<file path="config.mk">
export PLATFORM = sky130hd
export DESIGN_NAME = wdpc_top
export DESIGN_NICKNAME = d
export VERILOG_FILES = /design/src/inc/wdpc_pkg.sv /design/src/inc/wdpc_tick_if.sv /design/src/logic/wdpc_prescaler.sv /design/src/logic/wdpc_top.sv
export SDC_FILE = /design/constraint.sdc
export NUM_CORES = 1
export LEC_CHECK = 0
export BUFFER_PORTS_ARGS = -buffer_cell sky130_fd_sc_hd__buf_2
export CORE_MARGIN = 3
export CORE_UTILIZATION = 52
export CTS_CLUSTER_SIZE = 10
export DETAILED_ROUTE_END_ITERATION = 10
export PLACE_DENSITY = 0.8
export SLEW_MARGIN = 30
export SYNTH_ARGS = -nofsm -noshare
export SYNTH_HDL_FRONTEND = slang
export SYNTH_HIERARCHICAL = 1
export SYNTH_SLANG_ARGS = --single-unit
</file>
<file path="constraint.sdc">
create_clock -name sys_clk_i -period 3.1 [get_ports sys_clk_i]
set_clock_uncertainty 0.15 [all_clocks]
set_input_delay 0.31 -clock sys_clk_i [delete_from_list [all_inputs] [get_ports sys_clk_i]]
set_output_delay 0.31 -clock sys_clk_i [all_outputs]
set_load 0.05 [all_outputs]
</file>
<file path="src/inc/wdpc_pkg.sv">
/*
 * Package for the watchdog period control block: register map, field
 * layout, reset values and period codes.
 * Assumes an 8-bit register port and a single 20 MHz clock.
 */
package wdpc_pkg;

    // ****************************************
    // Register map
    // ****************************************
    localparam logic [3:0] WDPC_ADDR_CONTROL = 4'h0;
    localparam logic [3:0] WDPC_ADDR_STATUS = 4'h1;

    // ****************************************
    // Field layout of the control register
    // ****************************************
    localparam int WDPC_RUN_BIT = 0;
    localparam int WDPC_PS_LSB = 1;
    localparam int WDPC_PS_MSB = 5;

    // ****************************************
    // Reset values and period codes
    // ****************************************
    localparam logic [4:0] WDPC_PS_RESET = 5'h0B;
    localparam logic WDPC_RUN_RESET = 1'b0;
    localparam logic [4:0] WDPC_PS_MAX = 5'h12;
    localparam logic [4:0] WDPC_PS_MIN = 5'h00;
    localparam int WDPC_BASE_LOG2 = 5;
    localparam int WDPC_CNT_W = 23;

    // Enable setting held outside the register
    typedef enum logic [1:0] {
        WDPC_EN_OFF = 2'b00,
        WDPC_EN_SW = 2'b01,
        WDPC_EN_ON_SLEEP_OFF = 2'b10,
        WDPC_EN_ON = 2'b11
    } wdpc_en_t;

    // Timer state, Gray along idle -> counting -> expired
    typedef enum logic [1:0] {
        WDPC_ST_IDLE = 2'b00,
        WDPC_ST_COUNT = 2'b01,
        WDPC_ST_EXPIRE = 2'b11
    } wdpc_state_t;

endpackage

</file>
<file path="src/inc/wdpc_tick_if.sv">
/*
 * Interface carrying the period settings from the register file to the
 * prescale counter, and the timeout back.
 * Assumes both ends run on the same clock.
 */
`timescale 1ns/100ps
interface wdpc_tick_if;
    logic run;
    logic clear;
    logic [4:0] period;
    logic timeout;

    modport ctrl (output run, output clear, output period, input timeout);
    modport cnt (input run, input clear, input period, output timeout);
endinterface

</file>
<file path="src/logic/wdpc_prescaler.sv">
/*
 * Prescale counter: counts clock source ticks and pulses timeout when the
 * selected ratio has elapsed.
 * Assumes period codes arrive already mapped to the legal range.
 */
`timescale 1ns/100ps
module wdpc_prescaler
    import wdpc_pkg::*;
(
    input wire logic sys_clk_i, // System clock
    input wire logic reset_n_i, // Synchronous reset, active low
    input wire logic src_tick_i, // Low-frequency source tick
    wdpc_tick_if.cnt tick // Settings in, timeout out
);

    // ****************************************
    // Terminal count
    // ****************************************
    logic [WDPC_CNT_W-1:0] cnt_q;
    logic [WDPC_CNT_W-1:0] last_w;

    // Ratio is 2^(5+code); last count is ratio minus one
    assign last_w = WDPC_CNT_W'((24'h00_0001 << (WDPC_BASE_LOG2
                    + int'(tick.period))) - 24'h00_0001);

    // Counter restarts on clear or when stopped
    always_ff @(posedge sys_clk_i) begin
        if (!reset_n_i || tick.clear || !tick.run) begin
            cnt_q <= '0;
        end else if (src_tick_i) begin
            cnt_q <= (cnt_q >= last_w) ? '0 : cnt_q + 1'b1;
        end
    end

    // One-cycle timeout pulse at the end of each interval
    always_ff @(posedge sys_clk_i) begin
        if (!reset_n_i) begin
            tick.timeout <= 1'b0;
        end else begin
            tick.timeout <= tick.run && !tick.clear && src_tick_i
                            && (cnt_q >= last_w);
        end
    end

endmodule

</file>
<file path="src/logic/wdpc_top.sv">
/*
 * Watchdog period control: control register, enable decode and the
 * timer state that the register steers.
 * Assumes a plain register port with read data one cycle after the strobe.
 */
// The strobed register port and the register addresses are this design's own decisions.
// Notes on behaviour
// - Period code 0 gives 1:32, each step doubles, up to code 10010.
// - Codes 10011 to 11111 act as the shortest 1:32 interval.
// - Reset loads period code 01011 and clears the software run bit.
// - Top two control bits read zero and ignore writes.
`timescale 1ns/100ps
module wdpc_top
    import wdpc_pkg::*;
(
    input wire logic sys_clk_i, // 20 MHz clock
    input wire logic reset_n_i, // Synchronous reset, active low
    input wire logic [3:0] addr_i, // Register address
    input wire logic [7:0] wdata_i, // Write data
    input wire logic wr_i, // Write strobe
    input wire logic rd_i, // Read strobe
    output logic [7:0] rdata_o, // Read data, one cycle after strobe
    input wire logic [1:0] config_enable_setting_i, // External enable setting
    input wire logic sleep_i, // Core is asleep
    input wire logic src_tick_i, // Low-frequency source tick
    input wire logic kick_i, // Clear-watchdog pulse
    output logic wdt_running_o, // Timer is counting
    output logic wdt_timeout_o // Timeout pulse
);

    // ****************************************
    // Control register
    // ****************************************
    logic [4:0] period_select_q;
    logic software_run_bit_q;
    logic wr_ctrl_w;

    assign wr_ctrl_w = wr_i && (addr_i == WDPC_ADDR_CONTROL);

    // Period select field, loaded with its reset pattern
    always_ff @(posedge sys_clk_i) begin
        if (!reset_n_i) begin
            period_select_q <= WDPC_PS_RESET;
        end else if (wr_ctrl_w) begin
            period_select_q <= wdata_i[WDPC_PS_MSB:WDPC_PS_LSB];
        end
    end

    // Software run bit; bits 7:6 of the write are dropped
    always_ff @(posedge sys_clk_i) begin
        if (!reset_n_i) begin
            software_run_bit_q <= WDPC_RUN_RESET;
        end else if (wr_ctrl_w) begin
            software_run_bit_q <= wdata_i[WDPC_RUN_BIT];
        end
    end

    // ****************************************
    // Enable decode and period mapping
    // ****************************************
    logic run_w;
    logic [4:0] period_eff_w;
    wdpc_en_t en_w;

    assign en_w = wdpc_en_t'(config_enable_setting_i);

    // Run bit only counts in the software-enable setting
    always_comb begin
        case (en_w)
            WDPC_EN_OFF: run_w = 1'b0;
            WDPC_EN_SW: run_w = software_run_bit_q;
            WDPC_EN_ON_SLEEP_OFF: run_w = !sleep_i;
            WDPC_EN_ON: run_w = 1'b1;
            default: run_w = 1'b0;
        endcase
    end

    // Reserved codes fall back to the shortest interval
    assign period_eff_w = (period_select_q > WDPC_PS_MAX) ?
                          WDPC_PS_MIN : period_select_q;

    // ****************************************
    // Prescale counter
    // ****************************************
    wdpc_tick_if tick_if ();

    assign tick_if.run = run_w;
    assign tick_if.period = period_eff_w;
    // Changing the period or kicking restarts the interval
    assign tick_if.clear = kick_i || wr_ctrl_w;

    wdpc_prescaler u_prescaler (
        .sys_clk_i(sys_clk_i),
        .reset_n_i(reset_n_i),
        .src_tick_i(src_tick_i),
        .tick(tick_if.cnt)
    );

    // ****************************************
    // Timer state
    // ****************************************
    wdpc_state_t state_q;

    // Idle until enabled, expire on timeout, back to count after
    always_ff @(posedge sys_clk_i) begin
        if (!reset_n_i) begin
            state_q <= WDPC_ST_IDLE;
        end else begin
            case (state_q)
                WDPC_ST_IDLE: begin
                    if (run_w) state_q <= WDPC_ST_COUNT;
                end
                WDPC_ST_COUNT: begin
                    if (!run_w) state_q <= WDPC_ST_IDLE;
                    else if (tick_if.timeout) state_q <= WDPC_ST_EXPIRE;
                end
                WDPC_ST_EXPIRE: begin
                    state_q <= run_w ? WDPC_ST_COUNT : WDPC_ST_IDLE;
                end
                default: state_q <= WDPC_ST_IDLE;
            endcase
        end
    end

    // Registered status outputs
    always_ff @(posedge sys_clk_i) begin
        if (!reset_n_i) begin
            wdt_running_o <= 1'b0;
            wdt_timeout_o <= 1'b0;
        end else begin
            wdt_running_o <= run_w;
            wdt_timeout_o <= tick_if.timeout;
        end
    end

    // ****************************************
    // Read port
    // ****************************************
    always_ff @(posedge sys_clk_i) begin
        if (!reset_n_i) begin
            rdata_o <= 8'h00;
        end else if (rd_i) begin
            case (addr_i)
                WDPC_ADDR_CONTROL: rdata_o <= {2'b00, period_select_q,
                                               software_run_bit_q};
                WDPC_ADDR_STATUS: rdata_o <= {4'h0, config_enable_setting_i,
                                              state_q == WDPC_ST_EXPIRE,
                                              run_w};
                default: rdata_o <= 8'h00;
            endcase
        end else begin
            rdata_o <= 8'h00;
        end
    end

endmodule

</file>
After elaboration in Yosys (flattened, before gate mapping)
Index checks and enable logic that the tools add are counted.
{"block": "op_classes", "bitwise_logic": 0, "magnitude_cmp": 2, "n_reduce_logical": 16, "n_mux": 9, "n_shift": 1, "n_mul": 0, "div_mod_pow": 0, "n_addsub": 3, "n_eq_ne": 8}
{"operator": "$shl A1 B32 Y23 const A", "count": 1}
{"operator": "$add A23 B1 Y23 const B", "count": 1}
{"operator": "$ge A23 B23 Y1", "count": 1}
{"operator": "$mux W23", "count": 1}
{"operator": "$sub A23 B1 Y23 const B", "count": 1}
{"operator": "$pmux W6 S2", "count": 1}
{"operator": "$add A3 B5 Y6 const A", "count": 1}
{"operator": "$eq A2 B2 Y1 const B", "count": 3}
{"operator": "$mux W2", "count": 3}
{"operator": "$pmux W2 S3", "count": 1}
{"operator": "$gt A5 B5 Y1 const B", "count": 1}
{"operator": "$mux W5", "count": 1}
{"operator": "$eq A2 B1 Y1 const B", "count": 2}
{"operator": "$eq A4 B1 Y1 const B", "count": 1}
{"operator": "$logic_and A1 B1 Y1", "count": 4}
{"operator": "$logic_not A1 Y1", "count": 4}
{"operator": "$logic_not A2 Y1", "count": 2}
{"operator": "$logic_not A4 Y1", "count": 1}
{"operator": "$pmux W1 S4", "count": 1}
{"operator": "$reduce_and A2 Y1", "count": 2}
{"operator": "$logic_or A1 B1 Y1", "count": 3}
{"operator": "$ne A3 B2 Y1 const B", "count": 1}
{"operator": "$ne A2 B2 Y1 const B", "count": 1}
{"operator": "$mux W1", "count": 1}
{"block": "totals", "reg_bits": 42, "mem_bits_ro": 0, "mem_bits_rw": 0, "latch_bits": 0, "out_inout_bits": 10, "elab_cells": 47, "input_bits": 21, "memories": 0}

Longest topological paths before layout
Gate-level depths: netlist of the first run.
{"block": "logic_depth", "word_depth": 7, "mapped_depth": 15, "mapped_depth_nobuf": 14}

Modules after synthesis
The synthesis of the first run kept the hierarchy.
{"mod": "wdpc_prescaler", "area_each_um2": 1878.1, "cells_each": 239, "seq_area_each_um2": 480.5, "n_inst": 1}
{"mod": "wdpc_top", "area_each_um2": 673.1, "cells_each": 75, "seq_area_each_um2": 320.3, "n_inst": 1}

Least setup slack after synthesis of the first run
Ideal clock, no wire load.
{"block": "synth_path", "path_kind": "register -> register", "start": "register period_select_q[2]", "end": "register u_prescaler.cnt_q[0]", "path_buffers": 1, "synth_period_minus_slack_ns": 2.991, "path_stages_with_launch": 14, "setup_time_ns": 0.071, "setup_slack_ns": 0.109, "arrival_ns": 2.770, "t_required_ns": 2.879, "path_cell_list": "dfxtp_1 nor2_1 nand2_1 a21oi_1 clkbuf_1 nand2b_1 o21ai_0 ha_1 and4_1 o21ai_0 o221ai_1 a311o_1 or4b_1 a21oi_1"}
{"block": "synth_between", "elab_chain_len": 7}
{"element": "from (decl)", "line_no": "wdpc_top.sv:34", "text": "logic [4:0] period_select_q;"}
{"element": "from (signal assigned)", "line_no": "wdpc_top.sv:45", "text": "period_select_q <= wdata_i[WDPC_PS_MSB:WDPC_PS_LSB];"}
{"element": "$gt A5 B5 Y1", "line_no": "wdpc_top.sv:79", "text": "assign period_eff_w = (period_select_q > WDPC_PS_MAX) ?"}
{"element": "$mux W5", "line_no": "wdpc_top.sv:79"}
{"element": "via period_eff_w[1]", "line_no": "wdpc_top.sv:62", "text": "logic [4:0] period_eff_w;"}
{"element": "$add A3 B5 Y6", "line_no": "wdpc_prescaler.sv:24", "text": "+ int'(tick.period))) - 24'h00_0001);"}
{"element": "$shl A1 B32 Y23", "line_no": "wdpc_prescaler.sv:23", "text": "assign last_w = WDPC_CNT_W'((24'h00_0001 << (WDPC_BASE_LOG2"}
{"element": "$sub A23 B1 Y23", "line_no": "wdpc_prescaler.sv:24"}
{"element": "$ge A23 B23 Y1", "line_no": "wdpc_prescaler.sv:31", "text": "cnt_q <= (cnt_q >= last_w) ? '0 : cnt_q + 1'b1;"}
{"element": "$mux W23", "line_no": "wdpc_prescaler.sv:31"}
{"element": "to (signal assigned)", "line_no": "wdpc_prescaler.sv:31"}
{"element": "to (decl)", "line_no": "wdpc_prescaler.sv:19", "text": "logic [WDPC_CNT_W-1:0] cnt_q;"}
The timed path passes the listed nets, and every way through them passes these cells.
A chain may end at the register's enable or synchronous reset.

Final worst setup path of the first run
Ends and elaborated chain as after synthesis.

==> report_table.html, run 1 <==
<table>
<tr><th>Metric</th><th>Value</th></tr>
<tr><th colspan="2">Placed design</th></tr>
<tr><td>Port buffer count</td><td>26</td></tr>
<tr><td>Last weighted congestion value of the routability-driven placer</td><td>0.831</td></tr>
<tr><td>Pre-CTS worst setup slack</td><td>-0.000518 ns</td></tr>
<tr><td>Detailed-placement wirelength estimate</td><td>4.25 mm</td></tr>
<tr><th colspan="2">Critical path</th></tr>
<tr><td>Crit path launch type</td><td>flip-flop</td></tr>
<tr><td>Library cell appearing most often on the critical path</td><td>sky130_fd_sc_hd__a21oi_2</td></tr>
<tr><td>Cell-by-cell trace of the critical path</td><td>nor2_4, nand2_1, a21oi_2, buf_4, nand3_1, a21oi_2, a21oi_2, ha_1, buf_6, a21oi_4, a21oi_2, a311o_1, or4b_1, a21oi_1</td></tr>
<tr><td>Data arrival, critical path</td><td>3.13 ns</td></tr>
<tr><td>Crit. End Element</td><td>flip-flop</td></tr>
<tr><td>Largest delay contributor family on the critical path</td><td>compound AO/OA/AOI/OAI gates</td></tr>
<tr><td>Maximum fanout along the worst path</td><td>5</td></tr>
<tr><td>Critical path buffer and inverter count</td><td>2</td></tr>
<tr><td>Critical setup path kind</td><td>reg -&gt; reg</td></tr>
<tr><td>Required time worst endpoint</td><td>3.17 ns</td></tr>
<tr><td>Crit-path slowest cell</td><td>sky130_fd_sc_hd__or4b_1</td></tr>
<tr><td>Crit path largest cell delay</td><td>between 0.5 and 0.6 ns</td></tr>
<tr><th colspan="2">Global route</th></tr>
<tr><td>Largest net degree at the start of global routing</td><td>23</td></tr>
<tr><td>Antenna violations before repair</td><td>0</td></tr>
<tr><td>Global-route usage over all layers</td><td>20.4%</td></tr>
<tr><td>GRT overflow</td><td>0</td></tr>
<tr><td>First-pass GRT wire length</td><td>between 9 and 10 mm</td></tr>
<tr><td>Number of global-route vias before repair</td><td>2254</td></tr>
<tr><th colspan="2">Floorplan</th></tr>
<tr><td>Initial standard-cell utilization of the core</td><td>approximately 56%</td></tr>
<tr><td>Die W</td><td>76.0 um</td></tr>
<tr><td>Boundary Pins</td><td>31</td></tr>
<tr><td>Die span in y</td><td>~76 um</td></tr>
<tr><td>Count of standard-cell rows</td><td>24</td></tr>
<tr><td>Area of the core</td><td>4530 sq um</td></tr>
<tr><td>Die outline area</td><td>a little under 6000 sq um</td></tr>
<tr><th colspan="2">Timing</th></tr>
<tr><td>Fmax</td><td>327 MHz</td></tr>
<tr><td>Number of hold violations in the final report</td><td>0</td></tr>
<tr><td>Fraction of the cycle the final worst path needs</td><td>98.6%</td></tr>
<tr><td>Final setup viols</td><td>0</td></tr>
<tr><td>Final Max Tran Viols</td><td>0</td></tr>
<tr><td>Final critical delay including setup and external delays</td><td>3.06 ns</td></tr>
<tr><td>Final critical-path setup slack</td><td>0.0437 ns</td></tr>
<tr><td>Final-layout worst hold slack</td><td>0.109 ns</td></tr>
<tr><th colspan="2">Drt</th></tr>
<tr><td>Final Routed Wirelength</td><td>6.46 mm</td></tr>
<tr><td>Count of unresolved DRC violations after routing</td><td>0</td></tr>
<tr><td>Final ANT Viol Nets</td><td>0</td></tr>
<tr><td>Detailed-router iteration count before antenna repair</td><td>4</td></tr>
<tr><td>Drt first-iter violations</td><td>about 120</td></tr>
<tr><td>Wire per inst</td><td>15.1 um</td></tr>
<tr><td>Via density</td><td>5.69</td></tr>
<tr><td>Routed via count</td><td>2441</td></tr>
<tr><th colspan="2">Clocking</th></tr>
<tr><td>Clock slew seen by the registers of the worst setup and hold paths</td><td>~0.080 ns</td></tr>
<tr><td>Clock tree root buffer cell</td><td>sky130_fd_sc_hd__clkbuf_8</td></tr>
<tr><td>Latest clock arrival within the worst-skew pair</td><td>approximately 0.29 ns</td></tr>
<tr><td>Number of buffers added by the clock tree synthesis step</td><td>5</td></tr>
<tr><td>CTS tree</td><td>done</td></tr>
<tr><td>Buffer depth of the longest clock path</td><td>2</td></tr>
<tr><td>Post-CTS Hold Buffers</td><td>0</td></tr>
<tr><td>Number of levels in the clock H-tree</td><td>2</td></tr>
<tr><td>Clock sinks</td><td>40</td></tr>
<tr><th colspan="2">Layout</th></tr>
<tr><td>Number of nets in the layout</td><td>about 410</td></tr>
<tr><td>Total of fill cells in the finished design</td><td>350</td></tr>
<tr><td>Area of the multi-input gates</td><td>approximately 1800 sq um</td></tr>
<tr><td>Synthesis-to-layout area growth</td><td>24.1%</td></tr>
<tr><td>Sequential cell area in the final layout</td><td>approximately 800 sq um</td></tr>
<tr><td>Layout cell share with drive strength beyond 1</td><td>27.5%</td></tr>
<tr><td>Most used cells in the layout excluding fill and tap cells</td><td>35 x sky130_fd_sc_hd__dfxtp_1, 31 x sky130_fd_sc_hd__nand2_1, 27 x sky130_fd_sc_hd__buf_2</td></tr>
<tr><td>Antenna diodes</td><td>0</td></tr>
<tr><td>Most common library cell in the layout ignoring fill and taps</td><td>sky130_fd_sc_hd__dfxtp_1</td></tr>
<tr><th colspan="2">Hold path</th></tr>
<tr><td>Class of the tightest hold or removal check</td><td>in -&gt; reg</td></tr>
<tr><th colspan="2">Pwr</th></tr>
<tr><td>IR Drop Worst-Case VDD</td><td>about 0.2 mV</td></tr>
<tr><td>Total power</td><td>1.00 mW</td></tr>
<tr><td>Leakage component of the power</td><td>approximately 1.3 nW</td></tr>
<tr><td>Power Density</td><td>317 nW/um^2</td></tr>
<tr><th colspan="2">Synthesis</th></tr>
<tr><td>Top FF cell, synth</td><td>sky130_fd_sc_hd__dfxtp_1</td></tr>
<tr><td>Count of flip-flops with a built-in enable after synthesis</td><td>0</td></tr>
<tr><td>Warnings, synthesis</td><td>6</td></tr>
<tr><td>Synthesized area per cell</td><td>slightly above 8 sq um</td></tr>
<tr><td>Sequential area share after synthesis</td><td>31.4%</td></tr>
<tr><td>Synthesized instance count</td><td>314</td></tr>
<tr><td>Number of register bits inferred by synthesis</td><td>40</td></tr>
<tr><td>Post-synthesis instance area</td><td>2550 sq um</td></tr>
<tr><td>Number of different library cells in the post-synthesis netlist</td><td>slightly below 50</td></tr>
<tr><td>Async set-reset flop share out of synthesis</td><td>0%</td></tr>
<tr><th colspan="2">Job</th></tr>
<tr><td>Max-cap violation count</td><td>0</td></tr>
<tr><th colspan="2">Run status</th></tr>
<tr><td>Outcome</td><td>complete, no violations</td></tr>
</table>
[cells in the mapped netlist (2+ instances only)]
library cell	instances	share of area (%)
sky130_fd_sc_hd__a21oi_1	28	5.5
sky130_fd_sc_hd__nor2_1	19	2.8
sky130_fd_sc_hd__ha_1	25	12
sky130_fd_sc_hd__and3_1	4	0.98
sky130_fd_sc_hd__nand4b_1	3	1.0
sky130_fd_sc_hd__inv_1	10	1.5
sky130_fd_sc_hd__nor3_1	24	4.7
sky130_fd_sc_hd__dfxtp_1	40	31
sky130_fd_sc_hd__nand2_1	31	4.6
sky130_fd_sc_hd__o21ai_1	2	0.39
sky130_fd_sc_hd__nor2b_1	4	0.98
sky130_fd_sc_hd__nor4_1	2	0.49
sky130_fd_sc_hd__mux2i_1	5	2.0
sky130_fd_sc_hd__or3_1	4	0.98
sky130_fd_sc_hd__and4_1	4	1.4
sky130_fd_sc_hd__clkbuf_1	9	1.3
sky130_fd_sc_hd__o21ai_0	9	1.8
sky130_fd_sc_hd__o211ai_1	4	1.2
sky130_fd_sc_hd__or2_1	3	0.74
sky130_fd_sc_hd__nand3b_1	2	0.59
sky130_fd_sc_hd__nand2b_1	8	2.0
sky130_fd_sc_hd__a211o_1	2	0.69
sky130_fd_sc_hd__conb_1	3	0.44
sky130_fd_sc_hd__nand4_1	5	1.2
sky130_fd_sc_hd__xor2_1	14	4.8
sky130_fd_sc_hd__nand3_1	14	2.7
sky130_fd_sc_hd__a31oi_1	2	0.49
sky130_fd_sc_hd__xnor2_1	5	1.7
sky130_fd_sc_hd__buf_4	2	0.59
sky130_fd_sc_hd__buf_2	4	0.78
sky130_fd_sc_hd__and2_1	4	0.98
sky130_fd_sc_hd__a211oi_1	2	0.59
[area by class of cell]
class,instances,share of cell area (%)
multi-input cells,251,56.0
flip-flops and latches,40,25.6
repair buffers,55,11.5
clock buffers,6,2.61
well taps,65,2.57
inverters,10,1.19
clock inverters,2,0.474
[metal layers]
layer | wire length, um | vias to the layer above | track usage (%) | part of all wire (%)
met5 | 0 | - | 0 | 0
met4 | 93 | 0 | 5.80 | 1.4
met3 | 262 | 11 | 3.90 | 4.1
met2 | 3360 | 64 | 36.6 | 52
met1 | 2750 | 1159 | 24.8 | 42
li1 | - | 1207 | - | -
[stage by stage]
stage	TNS, ns	utilization (%)	cells	cell area, sq um
floorplan	0	-	317	2560
global placement	0	62.7	410	2840
finish	0	69.8	429	3170
detailed placement	-0.000518	62.7	410	2840
CTS	0	64.9	418	2940
global route	-2.06	69.8	429	3170
[state kept, by name, indices dropped and copies added, names as in the netlist]
signal,cells
u_prescaler/tick.timeout,1
rdata_o,6
wdt_running_o,1
period_select_q,5
state_q,2
u_prescaler/cnt_q,23
wdt_timeout_o,1
software_run_bit_q,1
[cell families (layout without fill, tap and decap cells)]
family,after synthesis,count (layout),synth area share [%]
AO/OA/AOI/OAI,58,58,13.8
XOR/XNOR,19,19,6.52
adder cells (fa/ha/maj),25,25,12.3
buffers and inverters,26,73,4.61
flip-flops,40,40,31.4
multiplexers,5,5,1.96
other,3,6,0.441
AND/OR/NAND/NOR,138,138,29.0
[final timing paths]
| check | start | end | slack (ns) | cells after the start |
|---|---|---|---|---|
| worst max register to register | period_select_q[2] | u_prescaler/cnt_q[0] | 0.04 | 14 |
| worst min register to register | u_prescaler/tick.timeout | state_q[1] | 0.30 | 2 |
| worst max-delay path | period_select_q[2] | u_prescaler/cnt_q[0] | 0.04 | 14 |
| worst min-delay path | wdata_i[3] | period_select_q[2] | 0.11 | 3 |
[worst min-delay path, cell delays in order]
cell and delay, ns:
sky130_fd_sc_hd__buf_2 0.09, sky130_fd_sc_hd__nand2_1 0.05, sky130_fd_sc_hd__mux2i_1 0.06
[report_power, final]
part           total [mW]  leakage, nW  switching, mW  internal [mW]
Sequential          0.519        0.323        0.00298          0.516
Combinational       0.117        0.925         0.0693         0.0476
Clock               0.369       0.0434          0.189          0.180
Total                1.00         1.29          0.261          0.744
[timing repair]
item | in CTS | in global routing
gates cloned | 0 | 1
setup endpoints to repair | 1 | 24
pin swaps | 0 | 22
resized for setup | 2 | 39
setup buffers | 0 | 10
No activity file was read; power rests on OpenSTA's default activity.
==> run 2, diff against run 1 <==
Settings changed: CORE_ASPECT_RATIO set to 1.1, SKIP_LAST_GASP set to 1.
==> report_table.html, run 2 (synthesized netlist as in run 1, its figures left out) <==
<table>
<tr><th>Metric</th><th>Value</th></tr>
<tr><th colspan="2">Placed design</th></tr>
<tr><td>Port buffer count</td><td>26</td></tr>
<tr><td>Last weighted congestion value of the routability-driven placer</td><td>0.832</td></tr>
<tr><td>Pre-CTS worst setup slack</td><td>-0.0202 ns</td></tr>
<tr><td>Number of placed cells counting well taps</td><td>399</td></tr>
<tr><td>Detailed-placement wirelength estimate</td><td>4.29 mm</td></tr>
<tr><th colspan="2">Job</th></tr>
<tr><td>Max-cap violation count</td><td>0</td></tr>
<tr><th colspan="2">Timing</th></tr>
<tr><td>Final Max Tran Viols</td><td>0</td></tr>
<tr><td>Final setup viols</td><td>0</td></tr>
<tr><td>Number of hold violations in the final report</td><td>0</td></tr>
<tr><td>Fmax</td><td>327 MHz</td></tr>
<tr><td>Fraction of the cycle the final worst path needs</td><td>98.6%</td></tr>
<tr><td>Final critical-path setup slack</td><td>0.0431 ns</td></tr>
<tr><td>Final critical delay including setup and external delays</td><td>3.06 ns</td></tr>
<tr><th colspan="2">Pwr</th></tr>
<tr><td>Total net switching power</td><td>247 uW</td></tr>
<tr><td>Clock power frac</td><td>41.7%</td></tr>
<tr><td>Power Density</td><td>343 nW/um^2</td></tr>
<tr><td>Leakage component of the power</td><td>roughly 1.3 nW</td></tr>
<tr><td>Design internal power</td><td>848 uW</td></tr>
<tr><td>IR Drop Worst-Case VDD</td><td>0.203 mV</td></tr>
<tr><td>Logic pwr share</td><td>about 11%</td></tr>
<tr><td>Switching part of the total power</td><td>a little under a quarter</td></tr>
<tr><td>Portion of total power attributed to sequential cells</td><td>a little under half</td></tr>
<tr><th colspan="2">Global route</th></tr>
<tr><td>Global-route usage over all layers</td><td>21.2%</td></tr>
<tr><td>Antenna violations before repair</td><td>0</td></tr>
<tr><td>GRT overflow</td><td>0</td></tr>
<tr><td>First-pass GRT wire length</td><td>~9.9 mm</td></tr>
<tr><td>Number of global-route vias before repair</td><td>between 2000 and 2500</td></tr>
<tr><td>Largest net degree at the start of global routing</td><td>23</td></tr>
<tr><th colspan="2">Drt</th></tr>
<tr><td>Drt first-iter violations</td><td>121</td></tr>
<tr><td>Detailed-router iteration count before antenna repair</td><td>4</td></tr>
<tr><td>Count of unresolved DRC violations after routing</td><td>0</td></tr>
<tr><td>Final ANT Viol Nets</td><td>0</td></tr>
<tr><td>Via density</td><td>5.82</td></tr>
<tr><td>Final Routed Wirelength</td><td>between 6 and 7 mm</td></tr>
<tr><td>Wire per inst</td><td>15.2 um</td></tr>
<tr><td>Routed via count</td><td>2405</td></tr>
<tr><th colspan="2">Critical path</th></tr>
<tr><td>Required time worst endpoint</td><td>3.18 ns</td></tr>
<tr><td>Library cell appearing most often on the critical path</td><td>sky130_fd_sc_hd__a21oi_2</td></tr>
<tr><td>Cell-by-cell trace of the critical path</td><td>nor2_4, nand2_2, a21oi_4, buf_6, nand3_2, a21oi_2, a21oi_2, ha_1, buf_4, a21oi_2, a21oi_1, a311o_1, or4b_4, a21oi_2</td></tr>
<tr><td>Crit-path slowest cell</td><td>sky130_fd_sc_hd__or4b_4</td></tr>
<tr><td>Crit path largest cell delay</td><td>roughly 0.54 ns</td></tr>
<tr><td>Crit. End Element</td><td>flip-flop</td></tr>
<tr><td>Critical setup path kind</td><td>reg -&gt; reg</td></tr>
<tr><td>Data arrival, critical path</td><td>~3.1 ns</td></tr>
<tr><td>Crit path launch type</td><td>flip-flop</td></tr>
<tr><td>Maximum fanout along the worst path</td><td>5</td></tr>
<tr><th colspan="2">Layout</th></tr>
<tr><td>Leading registers by flop count</td><td>u_prescaler/cnt_q x23, rdata_o x6, period_select_q x5</td></tr>
<tr><td>Largest reg by FF count</td><td>u_prescaler/cnt_q</td></tr>
<tr><td>Number of nets in the layout</td><td>between 400 and 500</td></tr>
<tr><td>Fin util</td><td>68.2%</td></tr>
<tr><td>Synthesis-to-layout area growth</td><td>25.3%</td></tr>
<tr><td>Most used cells in the layout excluding fill and tap cells</td><td>35 x sky130_fd_sc_hd__dfxtp_1, 27 x sky130_fd_sc_hd__nand2_1, 27 x sky130_fd_sc_hd__buf_2</td></tr>
<tr><td>Max FFs per register</td><td>23</td></tr>
<tr><td>Antenna diodes</td><td>0</td></tr>
<tr><td>Layout cell share with drive strength beyond 1</td><td>29.1%</td></tr>
<tr><td>Post-Layout Cell Count</td><td>approximately 410</td></tr>
<tr><td>Most common library cell in the layout ignoring fill and taps</td><td>sky130_fd_sc_hd__dfxtp_1</td></tr>
<tr><th colspan="2">Clocking</th></tr>
<tr><td>CTS tree</td><td>done</td></tr>
<tr><td>Number of levels in the clock H-tree</td><td>2</td></tr>
<tr><td>Buffer depth of the longest clock path</td><td>2</td></tr>
<tr><td>Number of buffers added by the clock tree synthesis step</td><td>5</td></tr>
<tr><td>Clock sinks</td><td>40</td></tr>
<tr><td>Clock slew seen by the registers of the worst setup and hold paths</td><td>0.08 ns</td></tr>
<tr><td>Latest clock arrival within the worst-skew pair</td><td>0.29 ns</td></tr>
<tr><td>Clock tree root buffer cell</td><td>sky130_fd_sc_hd__clkbuf_8</td></tr>
<tr><td>Post-CTS Hold Buffers</td><td>0</td></tr>
<tr><th colspan="2">Floorplan</th></tr>
<tr><td>Count of standard-cell rows</td><td>26</td></tr>
<tr><td>Die span in y</td><td>79.5 um</td></tr>
<tr><td>Initial standard-cell utilization of the core</td><td>54.5%</td></tr>
<tr><td>Area of the core</td><td>between 4000 and 5000 sq um</td></tr>
<tr><td>Boundary Pins</td><td>31</td></tr>
<tr><td>Die outline area</td><td>~5800 sq um</td></tr>
<tr><td>Die W</td><td>72.8 um</td></tr>
<tr><th colspan="2">Run status</th></tr>
<tr><td>Outcome</td><td>complete, no violations</td></tr>
<tr><th colspan="2">Hold path</th></tr>
<tr><td>Class of the tightest hold or removal check</td><td>in -&gt; reg</td></tr>
</table>
-- run 2: changes by cell type in the layout (fill, tap and decap cells not counted), sizes merged --
| cell | before | now |
|---|---|---|
| buf | 55 | 48 |
| bufinv | 0 | 1 |
| clkinvlp | 2 | 0 |
| clkbuf | 6 | 7 |
-- run 2: power by group through the flow --
| stage | Combinational [mW] | Sequential [mW] | Clock, mW |
|---|---|---|---|
| floorplan | 0.0655 | 0.537 | 0 |
| global placement | 0.0969 | 0.532 | 0 |
| detailed placement | 0.100 | 0.532 | 0 |
| CTS | 0.101 | 0.520 | 0.473 |
| global route | 0.129 | 0.520 | 0.487 |
| finish | 0.119 | 0.519 | 0.457 |
-- run 2: timing repair --
action,CTS,global route
buffers inserted,2,3
gates resized for setup,1,58
endpoints found under the setup margin,3,24
pin swaps,1,30
cloned,0,1
-- run 2: area by class of cell --
| type | instances | area (sq um) |
|---|---|---|
| clock buffer | 7 | 96.3 |
| clock inverter | 1 | 30.0 |
| fill | 374 | 1490 |
| inverter | 10 | 37.5 |
| multi-input combinational | 251 | 1830 |
| sequential | 40 | 812 |
| tap | 56 | 70.1 |
| timing repair buffer | 48 | 320 |
-- run 2: layer usage --
layer / track usage (%) / part of all wire [%] / wire length, um
met5: 0 / 0 / 0
met4: 6.46 / 2.0 / 127
met3: 4.03 / 4.2 / 262
met2: 35.9 / 51 / 3190
met1: 27.0 / 43 / 2700
-- run 2: path summary, 6_finish.rpt --
kind                             from              endpoint  slack [ns]  cells past startpoint
max                period_select_q[3]  u_prescaler/cnt_q[0]        0.04                     14
min                        wdata_i[0]    software_run_bit_q        0.11                      3
max reg2reg        period_select_q[3]  u_prescaler/cnt_q[0]        0.04                     14
min reg2reg  u_prescaler/tick.timeout            state_q[1]        0.30                      2
-- run 2: critical path, delay by kind of cell, from the launching register on --
kind                     cells  cell delay, ns
AO/OA/AOI/OAI                7            1.05
buffers and inverters        2            0.30
adder cells (fa/ha/maj)      1            0.30
AND/OR/NAND/NOR              4            0.84
flip-flops                   1            0.34
-- run 2: metrics by stage --
stage	instance area [sq um]	hold slack (ns)	total power, mW	TNS (ns)
finish	3200	0.113	1.10	0
global route	3200	0.125	1.14	-0.0376
CTS	2960	0.110	1.09	0
detailed placement	2820	0.286	0.632	-0.0202
global placement	2820	0.274	0.629	0
floorplan	2560	0.267	0.602	0
